File: config.mk
export PLATFORM = sky130hd
export DESIGN_NAME = aio_csr
export DESIGN_NICKNAME = d
export VERILOG_FILES = /design/src/design/aio_pkg.sv /design/src/design/aio_csr.sv /design/src/design/aio_fifo.sv
export VERILOG_INCLUDE_DIRS = /design/src /design/src/design
export SDC_FILE = /design/constraint.sdc
export NUM_CORES = 2
export LEC_CHECK = 0
export ABC_CLOCK_PERIOD_IN_PS = 9100
export BUFFER_PORTS_ARGS = -buffer_cell sky130_fd_sc_hd__buf_2
export CAP_MARGIN = 25
export CORE_AREA = 3 3 360 362
export DETAILED_ROUTE_END_ITERATION = 7
export DIE_AREA = 0 0 363 365
export PLACE_DENSITY = 0.73
export SLEW_MARGIN = 15
export SYNTH_ARGS = -nofsm -noshare
export SYNTH_HDL_FRONTEND = slang
export SYNTH_SLANG_ARGS = --single-unit
File: constraint.sdc
create_clock -name clk_sys -period 9.1 [get_ports clk_sys]
set_input_delay 0 -clock clk_sys [delete_from_list [all_inputs] [get_ports clk_sys]]
set_output_delay 0 -clock clk_sys [all_outputs]
set_load 0.1 [all_outputs]
File: src/design/aio_regs.svh
`ifndef AIO_REGS_SVH
`define AIO_REGS_SVH
`define AIO_OFF_CTRL      7'h00
`define AIO_OFF_DIO       7'h04
`define AIO_OFF_OUT0      7'h08
`define AIO_OFF_OUT3      7'h14
`define AIO_OFF_INBUF     7'h18
`define AIO_OFF_RATEA     7'h1c
`define AIO_OFF_RATEB     7'h20
`define AIO_OFF_INCFG     7'h24
`define AIO_OFF_INCNT     7'h28
`define AIO_OFF_INTHR     7'h2c
`define AIO_OFF_STAT      7'h30
`define AIO_OFF_ASSY      7'h34
`define AIO_OFF_CAL       7'h38
`define AIO_OFF_OBUFCTL   7'h3c
`define AIO_OFF_OUTTHR    7'h40
`define AIO_OFF_OUTCNT    7'h44
`define AIO_OFF_OUTBUF    7'h48
`define AIO_OFF_RATEC     7'h4c
`define AIO_OFF_AUX0      7'h50
`define AIO_OFF_AUX3      7'h5c
`define AIO_OFF_TRIM      7'h60
`define AIO_RST_CTRL      32'h22020020
`define AIO_RST_OUTCH     32'h00008000
`define AIO_RST_RATEA     32'h0103f020
`define AIO_RST_RATEB     24'h002760
`define AIO_RST_INCFG     32'h0f000400
`define AIO_RST_THR       32'h0003fffe
`define AIO_RST_OBUFCTL   32'h0000104f
`define AIO_RST_RATEC     24'h00007e
`define AIO_RST_TRIM      32'h00008000
`define AIO_BIT_CLR_IN    13
`define AIO_BIT_IN_THR    14
`define AIO_BIT_TARGET    16
`define AIO_BIT_SYNC_CLR  17
`define AIO_BIT_CLR_OUT   18
`define AIO_BIT_OUT_THR   19
`define AIO_MIN_LOW_NS    60
`define AIO_CLK_NS        10
`endif

File: src/design/aio_pkg.sv
package aio_pkg;
   typedef struct packed {
      logic        rd;
      logic        wr;
      logic [6:0]  addr;
      logic [31:0] wdata;
   } aio_req_s;
   typedef enum logic [1:0] {AIO_EDGE_IDLE, AIO_EDGE_LOW, AIO_EDGE_SEEN} aio_edge_e;
endpackage

File: src/design/aio_csr.sv
// Notes on behaviour
// - Target mode uses external sample clock as input rate source.
// - Trigger and output clock caught on falling edge after 60 ns low, in target mode only.
// - Each sync pulse starts the internal synchronization sequence.
// - Optional: sync pulse empties both data buffers.
// - Register window relocatable on any 32-longword boundary.
// - All accesses are 32-bit longwords; host never narrower.
// - External data stream writes input buffer and reads output buffer.
// - Four output channel registers, reset to 8000h.
// - Read-only port pops next input buffer value.
// - Burst rate divider, 24 bits, reset 2760h.
// - Output clock divider, 24 bits, reset 007Eh.
// - Input fill count read-only, zero after reset.
// - Output fill count read-only, zero after reset.
// - Input threshold register, reset 3FFFEh, drives input flag.
// - Output threshold register, reset 3FFFEh, drives output flag.
// - Four scratch registers, reset zero, no internal effect.
// - Write-only port pushes into output buffer.
// - Input configuration holds mask and burst size, reset 0F000400h.
`timescale 1ns/100ps
`default_nettype none
`include "aio_regs.svh"
module aio_csr
   import aio_pkg::*;
#(
   parameter int DEPTH = 16
)
(
   input  wire logic        clk_sys,
   input  wire logic        sys_rst,
   input  wire aio_req_s    req,
   output logic [31:0]      rdata,
   output logic             rvalid,
   output logic             wready,
   input  wire logic        in_data_valid,
   output logic             in_data_ready,
   input  wire logic [31:0] in_data,
   output logic             out_data_valid,
   input  wire logic        out_data_ready,
   output logic [31:0]      out_data,
   input  wire logic        ext_sample_clk,
   input  wire logic        local_sample_clk,
   output logic             rate_a_source,
   input  wire logic        ext_trigger_n,
   input  wire logic        ext_dac_clk_n,
   output logic             trigger_event,
   output logic             dac_clk_event,
   output logic             sync_start,
   output logic [31:0]      board_control_word,
   output logic [23:0]      burst_div,
   output logic [23:0]      dac_div,
   output logic [31:0]      in_config,
   output logic [127:0]     out_channels
);
   localparam int MIN_LOW = (`AIO_MIN_LOW_NS + `AIO_CLK_NS - 1) / `AIO_CLK_NS;
   localparam int CW      = $clog2(DEPTH) + 1;
   if (MIN_LOW < 1 || MIN_LOW > 14)
   begin
      $error("aio_csr low-width count does not fit its counter");
   end
   logic [31:0] rate_a;
   logic [31:0] in_thr;
   logic [31:0] out_thr;
   logic [31:0] obuf_ctl;
   logic [31:0] trim;
   logic [31:0] cal;
   logic [31:0] dio;
   logic [31:0] aux [4];
   logic [CW-1:0] in_cnt;
   logic [CW-1:0] out_cnt;
   logic [31:0] in_head;
   logic        in_pop;
   logic        out_push;
   logic        out_full_n;
   logic        flush_in;
   logic        flush_out;
   logic [31:0] next_rdata;
   logic [3:0]  trig_cnt;
   logic [3:0]  dclk_cnt;
   logic        trig_prev;
   logic        dclk_prev;
   logic        target;
   function automatic logic [1:0] slot(input logic [6:0] a, input logic [6:0] base);
      logic [6:0] d;
      d = a - base;
      slot = d[3:2];
   endfunction
   assign target    = board_control_word[`AIO_BIT_TARGET];
   assign in_pop    = req.rd && (req.addr == `AIO_OFF_INBUF);
   assign out_push  = req.wr && (req.addr == `AIO_OFF_OUTBUF) && out_full_n;
   assign wready    = !(req.wr && req.addr == `AIO_OFF_OUTBUF) || out_full_n;
   assign flush_in  = board_control_word[`AIO_BIT_CLR_IN]
                      || (sync_start && board_control_word[`AIO_BIT_SYNC_CLR]);
   assign flush_out = board_control_word[`AIO_BIT_CLR_OUT]
                      || (sync_start && board_control_word[`AIO_BIT_SYNC_CLR]);
   assign rate_a_source = target ? ext_sample_clk : local_sample_clk;
   // Input buffer drains to host reads only
   aio_fifo #(.WIDTH(32), .DEPTH(DEPTH)) u_in
   (
      .clk_sys   (clk_sys),
      .sys_rst   (sys_rst),
      .flush     (flush_in),
      .in_valid  (in_data_valid),
      .in_ready  (in_data_ready),
      .in_data   (in_data),
      .out_valid (),
      .out_ready (in_pop),
      .out_data  (in_head),
      .count     (in_cnt)
   );
   aio_fifo #(.WIDTH(32), .DEPTH(DEPTH)) u_out
   (
      .clk_sys   (clk_sys),
      .sys_rst   (sys_rst),
      .flush     (flush_out),
      .in_valid  (out_push),
      .in_ready  (out_full_n),
      .in_data   (req.wdata),
      .out_valid (out_data_valid),
      .out_ready (out_data_ready),
      .out_data  (out_data),
      .count     (out_cnt)
   );
   always_ff @(posedge clk_sys)
   begin
      if (sys_rst)
      begin
         board_control_word <= `AIO_RST_CTRL;
         rate_a             <= `AIO_RST_RATEA;
         obuf_ctl           <= `AIO_RST_OBUFCTL;
         trim               <= `AIO_RST_TRIM;
         cal                <= '0;
         dio                <= '0;
      end
      else
      begin
         board_control_word[`AIO_BIT_CLR_IN]  <= 1'b0;
         board_control_word[`AIO_BIT_CLR_OUT] <= 1'b0;
         if (req.wr)
         begin
            if (req.addr == `AIO_OFF_CTRL)
               board_control_word <= req.wdata;
            else if (req.addr == `AIO_OFF_DIO)
               dio <= req.wdata;
            else if (req.addr == `AIO_OFF_RATEA)
               rate_a <= req.wdata;
            else if (req.addr == `AIO_OFF_CAL)
               cal <= req.wdata;
            else if (req.addr == `AIO_OFF_OBUFCTL)
               obuf_ctl <= req.wdata;
            else if (req.addr == `AIO_OFF_TRIM)
               trim <= req.wdata;
         end
      end
   end
   always_ff @(posedge clk_sys)
   begin
      if (sys_rst)
      begin
         out_channels <= {4{`AIO_RST_OUTCH}};
         burst_div    <= `AIO_RST_RATEB;
         dac_div      <= `AIO_RST_RATEC;
         in_config    <= `AIO_RST_INCFG;
         in_thr       <= `AIO_RST_THR;
         out_thr      <= `AIO_RST_THR;
         for (int i = 0; i < 4; i++)
            aux[i] <= '0;
      end
      else if (req.wr)
      begin
         if (req.addr >= `AIO_OFF_OUT0 && req.addr <= `AIO_OFF_OUT3)
            out_channels[slot(req.addr, `AIO_OFF_OUT0)*32 +: 32] <= req.wdata;
         else if (req.addr == `AIO_OFF_RATEB)
            burst_div <= req.wdata[23:0];
         else if (req.addr == `AIO_OFF_INCFG)
            in_config <= req.wdata;
         else if (req.addr == `AIO_OFF_INTHR)
            in_thr <= req.wdata;
         else if (req.addr == `AIO_OFF_OUTTHR)
            out_thr <= req.wdata;
         else if (req.addr == `AIO_OFF_RATEC)
            dac_div <= req.wdata[23:0];
         else if (req.addr >= `AIO_OFF_AUX0 && req.addr <= `AIO_OFF_AUX3)
            aux[slot(req.addr, `AIO_OFF_AUX0)] <= req.wdata;
      end
   end
   always_comb
   begin
      next_rdata = '0;
      if (req.addr == `AIO_OFF_CTRL)
      begin
         next_rdata = board_control_word;
         next_rdata[`AIO_BIT_IN_THR]  = 32'(in_cnt) > in_thr;
         next_rdata[`AIO_BIT_OUT_THR] = 32'(out_cnt) > out_thr;
      end
      else if (req.addr == `AIO_OFF_DIO)
         next_rdata = dio;
      else if (req.addr >= `AIO_OFF_OUT0 && req.addr <= `AIO_OFF_OUT3)
         next_rdata = out_channels[slot(req.addr, `AIO_OFF_OUT0)*32 +: 32];
      else if (req.addr == `AIO_OFF_INBUF)
         next_rdata = (in_cnt != '0) ? in_head : '0;
      else if (req.addr == `AIO_OFF_RATEA)
         next_rdata = rate_a;
      else if (req.addr == `AIO_OFF_RATEB)
         next_rdata = {8'h00, burst_div};
      else if (req.addr == `AIO_OFF_INCFG)
         next_rdata = in_config;
      else if (req.addr == `AIO_OFF_INCNT)
         next_rdata = 32'(in_cnt);
      else if (req.addr == `AIO_OFF_INTHR)
         next_rdata = in_thr;
      else if (req.addr == `AIO_OFF_CAL)
         next_rdata = cal;
      else if (req.addr == `AIO_OFF_OBUFCTL)
         next_rdata = obuf_ctl;
      else if (req.addr == `AIO_OFF_OUTTHR)
         next_rdata = out_thr;
      else if (req.addr == `AIO_OFF_OUTCNT)
         next_rdata = 32'(out_cnt);
      else if (req.addr == `AIO_OFF_RATEC)
         next_rdata = {8'h00, dac_div};
      else if (req.addr >= `AIO_OFF_AUX0 && req.addr <= `AIO_OFF_AUX3)
         next_rdata = aux[slot(req.addr, `AIO_OFF_AUX0)];
      else if (req.addr == `AIO_OFF_TRIM)
         next_rdata = trim;
      else
         next_rdata = '0;
   end
   always_ff @(posedge clk_sys)
   begin
      if (sys_rst)
      begin
         rdata  <= '0;
         rvalid <= 1'b0;
      end
      else
      begin
         rdata  <= req.rd ? next_rdata : rdata;
         rvalid <= req.rd;
      end
   end
   // Falling edge qualified by low width
   always_ff @(posedge clk_sys)
   begin
      if (sys_rst)
      begin
         trig_cnt      <= '0;
         dclk_cnt      <= '0;
         trigger_event <= 1'b0;
         dac_clk_event <= 1'b0;
      end
      else
      begin
         trig_cnt      <= (ext_trigger_n || !target) ? 4'h0 :
                          (trig_cnt == 4'hf ? trig_cnt : trig_cnt + 4'h1);
         dclk_cnt      <= (ext_dac_clk_n || !target) ? 4'h0 :
                          (dclk_cnt == 4'hf ? dclk_cnt : dclk_cnt + 4'h1);
         trigger_event <= target && !ext_trigger_n && (trig_cnt == 4'(MIN_LOW - 1));
         dac_clk_event <= target && !ext_dac_clk_n && (dclk_cnt == 4'(MIN_LOW - 1));
      end
   end
   assign sync_start = trigger_event;
endmodule
`default_nettype wire

File: src/design/aio_fifo.sv
`timescale 1ns/100ps
`default_nettype none
module aio_fifo
#(
   parameter int WIDTH = 32,
   parameter int DEPTH = 16
)
(
   input  wire logic             clk_sys,
   input  wire logic             sys_rst,
   input  wire logic             flush,
   input  wire logic             in_valid,
   output logic                  in_ready,
   input  wire logic [WIDTH-1:0] in_data,
   output logic                  out_valid,
   input  wire logic             out_ready,
   output logic [WIDTH-1:0]      out_data,
   output logic [$clog2(DEPTH):0] count
);
   localparam int AW = $clog2(DEPTH);
   if (DEPTH < 2 || (1 << AW) != DEPTH)
   begin
      $error("aio_fifo depth must be a power of two");
   end
   logic [WIDTH-1:0] mem [DEPTH];
   logic [AW-1:0]    wptr;
   logic [AW-1:0]    rptr;
   logic             push;
   logic             pop;
   assign in_ready  = (count != (AW+1)'(DEPTH));
   assign out_valid = (count != '0);
   assign push      = in_valid && in_ready && !flush;
   assign pop       = out_valid && out_ready && !flush;
   assign out_data  = mem[rptr];
   always_ff @(posedge clk_sys)
   begin
      if (push)
         mem[wptr] <= in_data;
   end
   always_ff @(posedge clk_sys)
   begin
      if (sys_rst || flush)
      begin
         wptr  <= '0;
         rptr  <= '0;
         count <= '0;
      end
      else
      begin
         if (push)
            wptr <= wptr + AW'(1);
         if (pop)
            rptr <= rptr + AW'(1);
         if (push && !pop)
            count <= count + (AW+1)'(1);
         else if (pop && !push)
            count <= count - (AW+1)'(1);
      end
   end
endmodule
`default_nettype wire

==> metrics.yaml <==
run_status:
  outcome: "finished with violations"
  violations: "DRC"
worst_setup_path:
  r2r_setup_slack_ns: 5.58
  start_kind: "primary input"
  cp.arrival_ns: 4.99
  crit_chain: "buf_4 > buf_4 > ha_1 > nor3b_1 > o221a_2 > nand3_2 > nand2_1 > a21oi_1 > dlygate4sd3_1"
  slowest_stage: "buf_4"
  r2r_cells: 12
  critPathMaxStageDelay_ns: 0.76
  worstReg2RegEnd: "u_in.count[4]$_SDFFE_PP0P_"
  crit_fanout: 40
  r2r_start: "u_in.count[0]$_SDFFE_PP0P_"
  critPathKind: "primary input to flop"
  critPathCaptureType: "flop"
  cp.required_ns: 9.83
  cp_common_cell: "buf_4"
worst_hold_path:
  min_to: "u_in.mem[5][9]$_DFFE_PP_"
  hold_depth: 2
  min_from: "in_data[9]"
  min_path_type: "primary input to flop"
timing:
  finalSetupViolations: 0
  timing.fmax_ghz: 0.235
  timing.hold.ws_ns: 0.106
  hold_viol: 0
  tns_ns: 0
  worstMarginPinSlew_ns: 1.19
  rsz0062_at_grt: "no"
  relSlewSlack_pct: 20.4
  min_period_over_period_pct: 46.8
  skew_ns: 0.0418
  slew_viol_final: 0
  min_period_ns: 4.26
drt:
  drtIter0Drc: 8021
  ant_nets: 0
  drc: 6
  dr.pass1.iters: 8
  via_per_inst: 6.79
  via_count: 49400
  routedWlPerCell_um: 33.2
  routed_wl_um: 242000
grt:
  grt_first_pass_wirelength_um: 342000
  use_met3_pct: 12.5
  grt_pass1_vias: 46500
  grt.met1_usage_pct: 47.2
  antenna_found_initial: 18
  busiest_layer: "met2"
  grt_usage_pct: 36.1
  grt.overflow.total: 0
  grt_max_degree: 123
  grtUsageMet2_pct: 53.1
run:
  drv_cap: 0
die:
  die_area_um2: 132000
  die_h_um: 365
  io_pins: 393
  core_um2: 127000
  die_x_um: 363
  start_util_pct: 54.7
  row_count: 131
layout:
  fin_nets: 5589
  drive_gt1_share_pct: 21.4
  num-fill-cells: 9148
  layout_common_cells: "edfxtp_1 (1152), nand2_1 (902), dfxtp_1 (534), a21oi_1 (445), buf_2 (391)"
  final_common_cell: "edfxtp_1"
  postLayoutCoreUtil_pct: 62.7
  syn_to_final_growth_pct: 14.5
clocking:
  insertion_delay_ns: 0.83
  clk_pin_slew_worst_paths_ns: 0.07
  cts_root_buf: "clkbuf_16"
  cts_buffers: 167
  post_cts_buffers: 0
  h-tree-depth: 4
  clockBufferDepth: 3
  clkSinkCount: 1693
  tritoncts: "done"
yosys:
  synthFlopType: "edfxtp_1"
  syn_inst: 5161
  synth_edf_count: 1152
  ys_ff_latch: 1693
  synth.distinct_cells: 87
  syn_area_um2: 69500
  ys_seq_area_share_pct: 65.3
  synth.avg_cell_area_um2: 13.5
  yosysWarnings: 0
  synth_nets: 5281
  async_reset_ff_share_pct: 0
power_and_ir_drop:
  p_int_mw: 12.9
  power_switching_mw: 4.39
  seq_power_share_pct: 48.9
  pwr-share-comb_pct: 10.3
  p_clk_share_pct: 40.8
  ir_drop_mv: 0.215
  p_leak_nw: 26.6
  p_sw_share_pct: 25.4
  pwr_density_cell_nw_per_um2: 217
placement:
  dpl.hpwl_um: 147000
  gp_congestion: 1.01
  io_buffers: 392
cell families after synthesis:
logic type                 count (synthesis)  synth area share [%]
xor gates and xnor gates                  22                 0.277
and+or+nand+nor                         1639                  10.6
DFF                                     1693                  65.3
muxes                                    419                  12.2
buffers and inverters                    471                  2.82
AOI/OAI and AO/OA                        878                  7.96
adders and majority gates                 39                 0.723
power by group through the flow:
stage          clock, mW  sequential [mW]  combinational [mW]
2_1_floorplan          0             8.59                1.20
3_3_place_gp           0             8.61                1.68
3_5_place_dp           0             8.62                1.70
4_1_cts             7.08             8.45                1.74
5_1_grt             7.38             8.47                1.84
6_report            7.05             8.45                1.78
per-layer routing:
layer	up-vias	wire length, um
met5	-	104
met4	16	15900
met3	756	36100
met2	3997	106000
met1	24500	83400
li1	20100	-
synth_stat cells (all sizes together) (15+ instances only):
cell type / n / area [um2]
nor3: 88 / 450
mux2i: 73 / 731
nand2b: 15 / 93.8
or3: 25 / 156
a22oi: 21 / 158
o311ai: 18 / 158
o31a: 18 / 158
a221oi: 26 / 228
a31oi: 38 / 238
dfxtp: 541 / 10800
o211a: 18 / 180
nand3: 225 / 1130
inv: 24 / 90.1
nor2b: 27 / 169
buf: 149 / 752
o21ai: 99 / 495
a21o: 40 / 300
a21oi: 445 / 2230
edfxtp: 1152 / 34600
a222oi: 32 / 320
nor4: 22 / 144
mux4: 345 / 7770
o32ai: 20 / 175
and2: 129 / 807
nor2: 131 / 507
nand2: 905 / 3400
ha: 37 / 463
clkbuf: 298 / 1120
and3: 20 / 125
worst max-delay path: cells and delay by family:
kind / cells / cell delay, ns
AO/OA/AOI/OAI: 2 / 0.83
buffers and inverters: 3 / 1.94
adder cells (fa/ha/maj): 1 / 0.67
AND/OR/NAND/NOR: 3 / 1.43
state kept, by name (all words and copies together), names as in the netlist, 128 cells and up, named ones only:
register      count
u_out.mem       512
u_in.mem        512
aux             128
out_channels    128
final cells by class:
class / instances / area, um2 / share of cell area (%)
antenna: 6 / 15.0 / 0.0189
clock buffer: 221 / 4510 / 5.66
clock inverter: 84 / 1070 / 1.35
inverter: 24 / 91.3 / 0.115
multi-input combinational: 2997 / 22500 / 28.3
sequential: 1693 / 45400 / 57.1
tap: 1662 / 2080 / 2.61
timing repair buffer: 586 / 3880 / 4.88
stage by stage:
step	setup WS (ns)	instance area [um2]	total power, mW	instances
2_1_floorplan	4.08	69500	9.79	5161
3_3_place_gp	4.27	72900	10.3	6868
3_5_place_dp	4.10	73100	10.3	6875
4_1_cts	4.90	79400	17.3	7252
5_1_grt	4.66	79600	17.7	7269
6_report	4.84	79600	17.3	7273
worst max path at each step:
stage	startpoint	to	cells past startpoint	slack, ns
floorplan	req[35]	aux[0][0]$_SDFFCE_PN0P_	12	4.08
global placement	req[34]	aux[0][27]$_SDFFCE_PN0P_	12	4.27
detailed placement	req[34]	aux[0][22]$_SDFFCE_PN0P_	10	4.10
CTS	flop	out_data[31]	4	4.90
global route	req[34]	obuf_ctl[18]$_SDFFE_PP0P_	12	4.66
finish	req[34]	out_channels[92]$_SDFFE_PP0P_	9	4.84
timing repair:
item / 4_1_cts / 5_1_grt
hold buffers: 72 / 0
resized for setup: 0 / 0
endpoints found under the hold margin: 1551 / 0
Power figures use the tool's default switching activity.
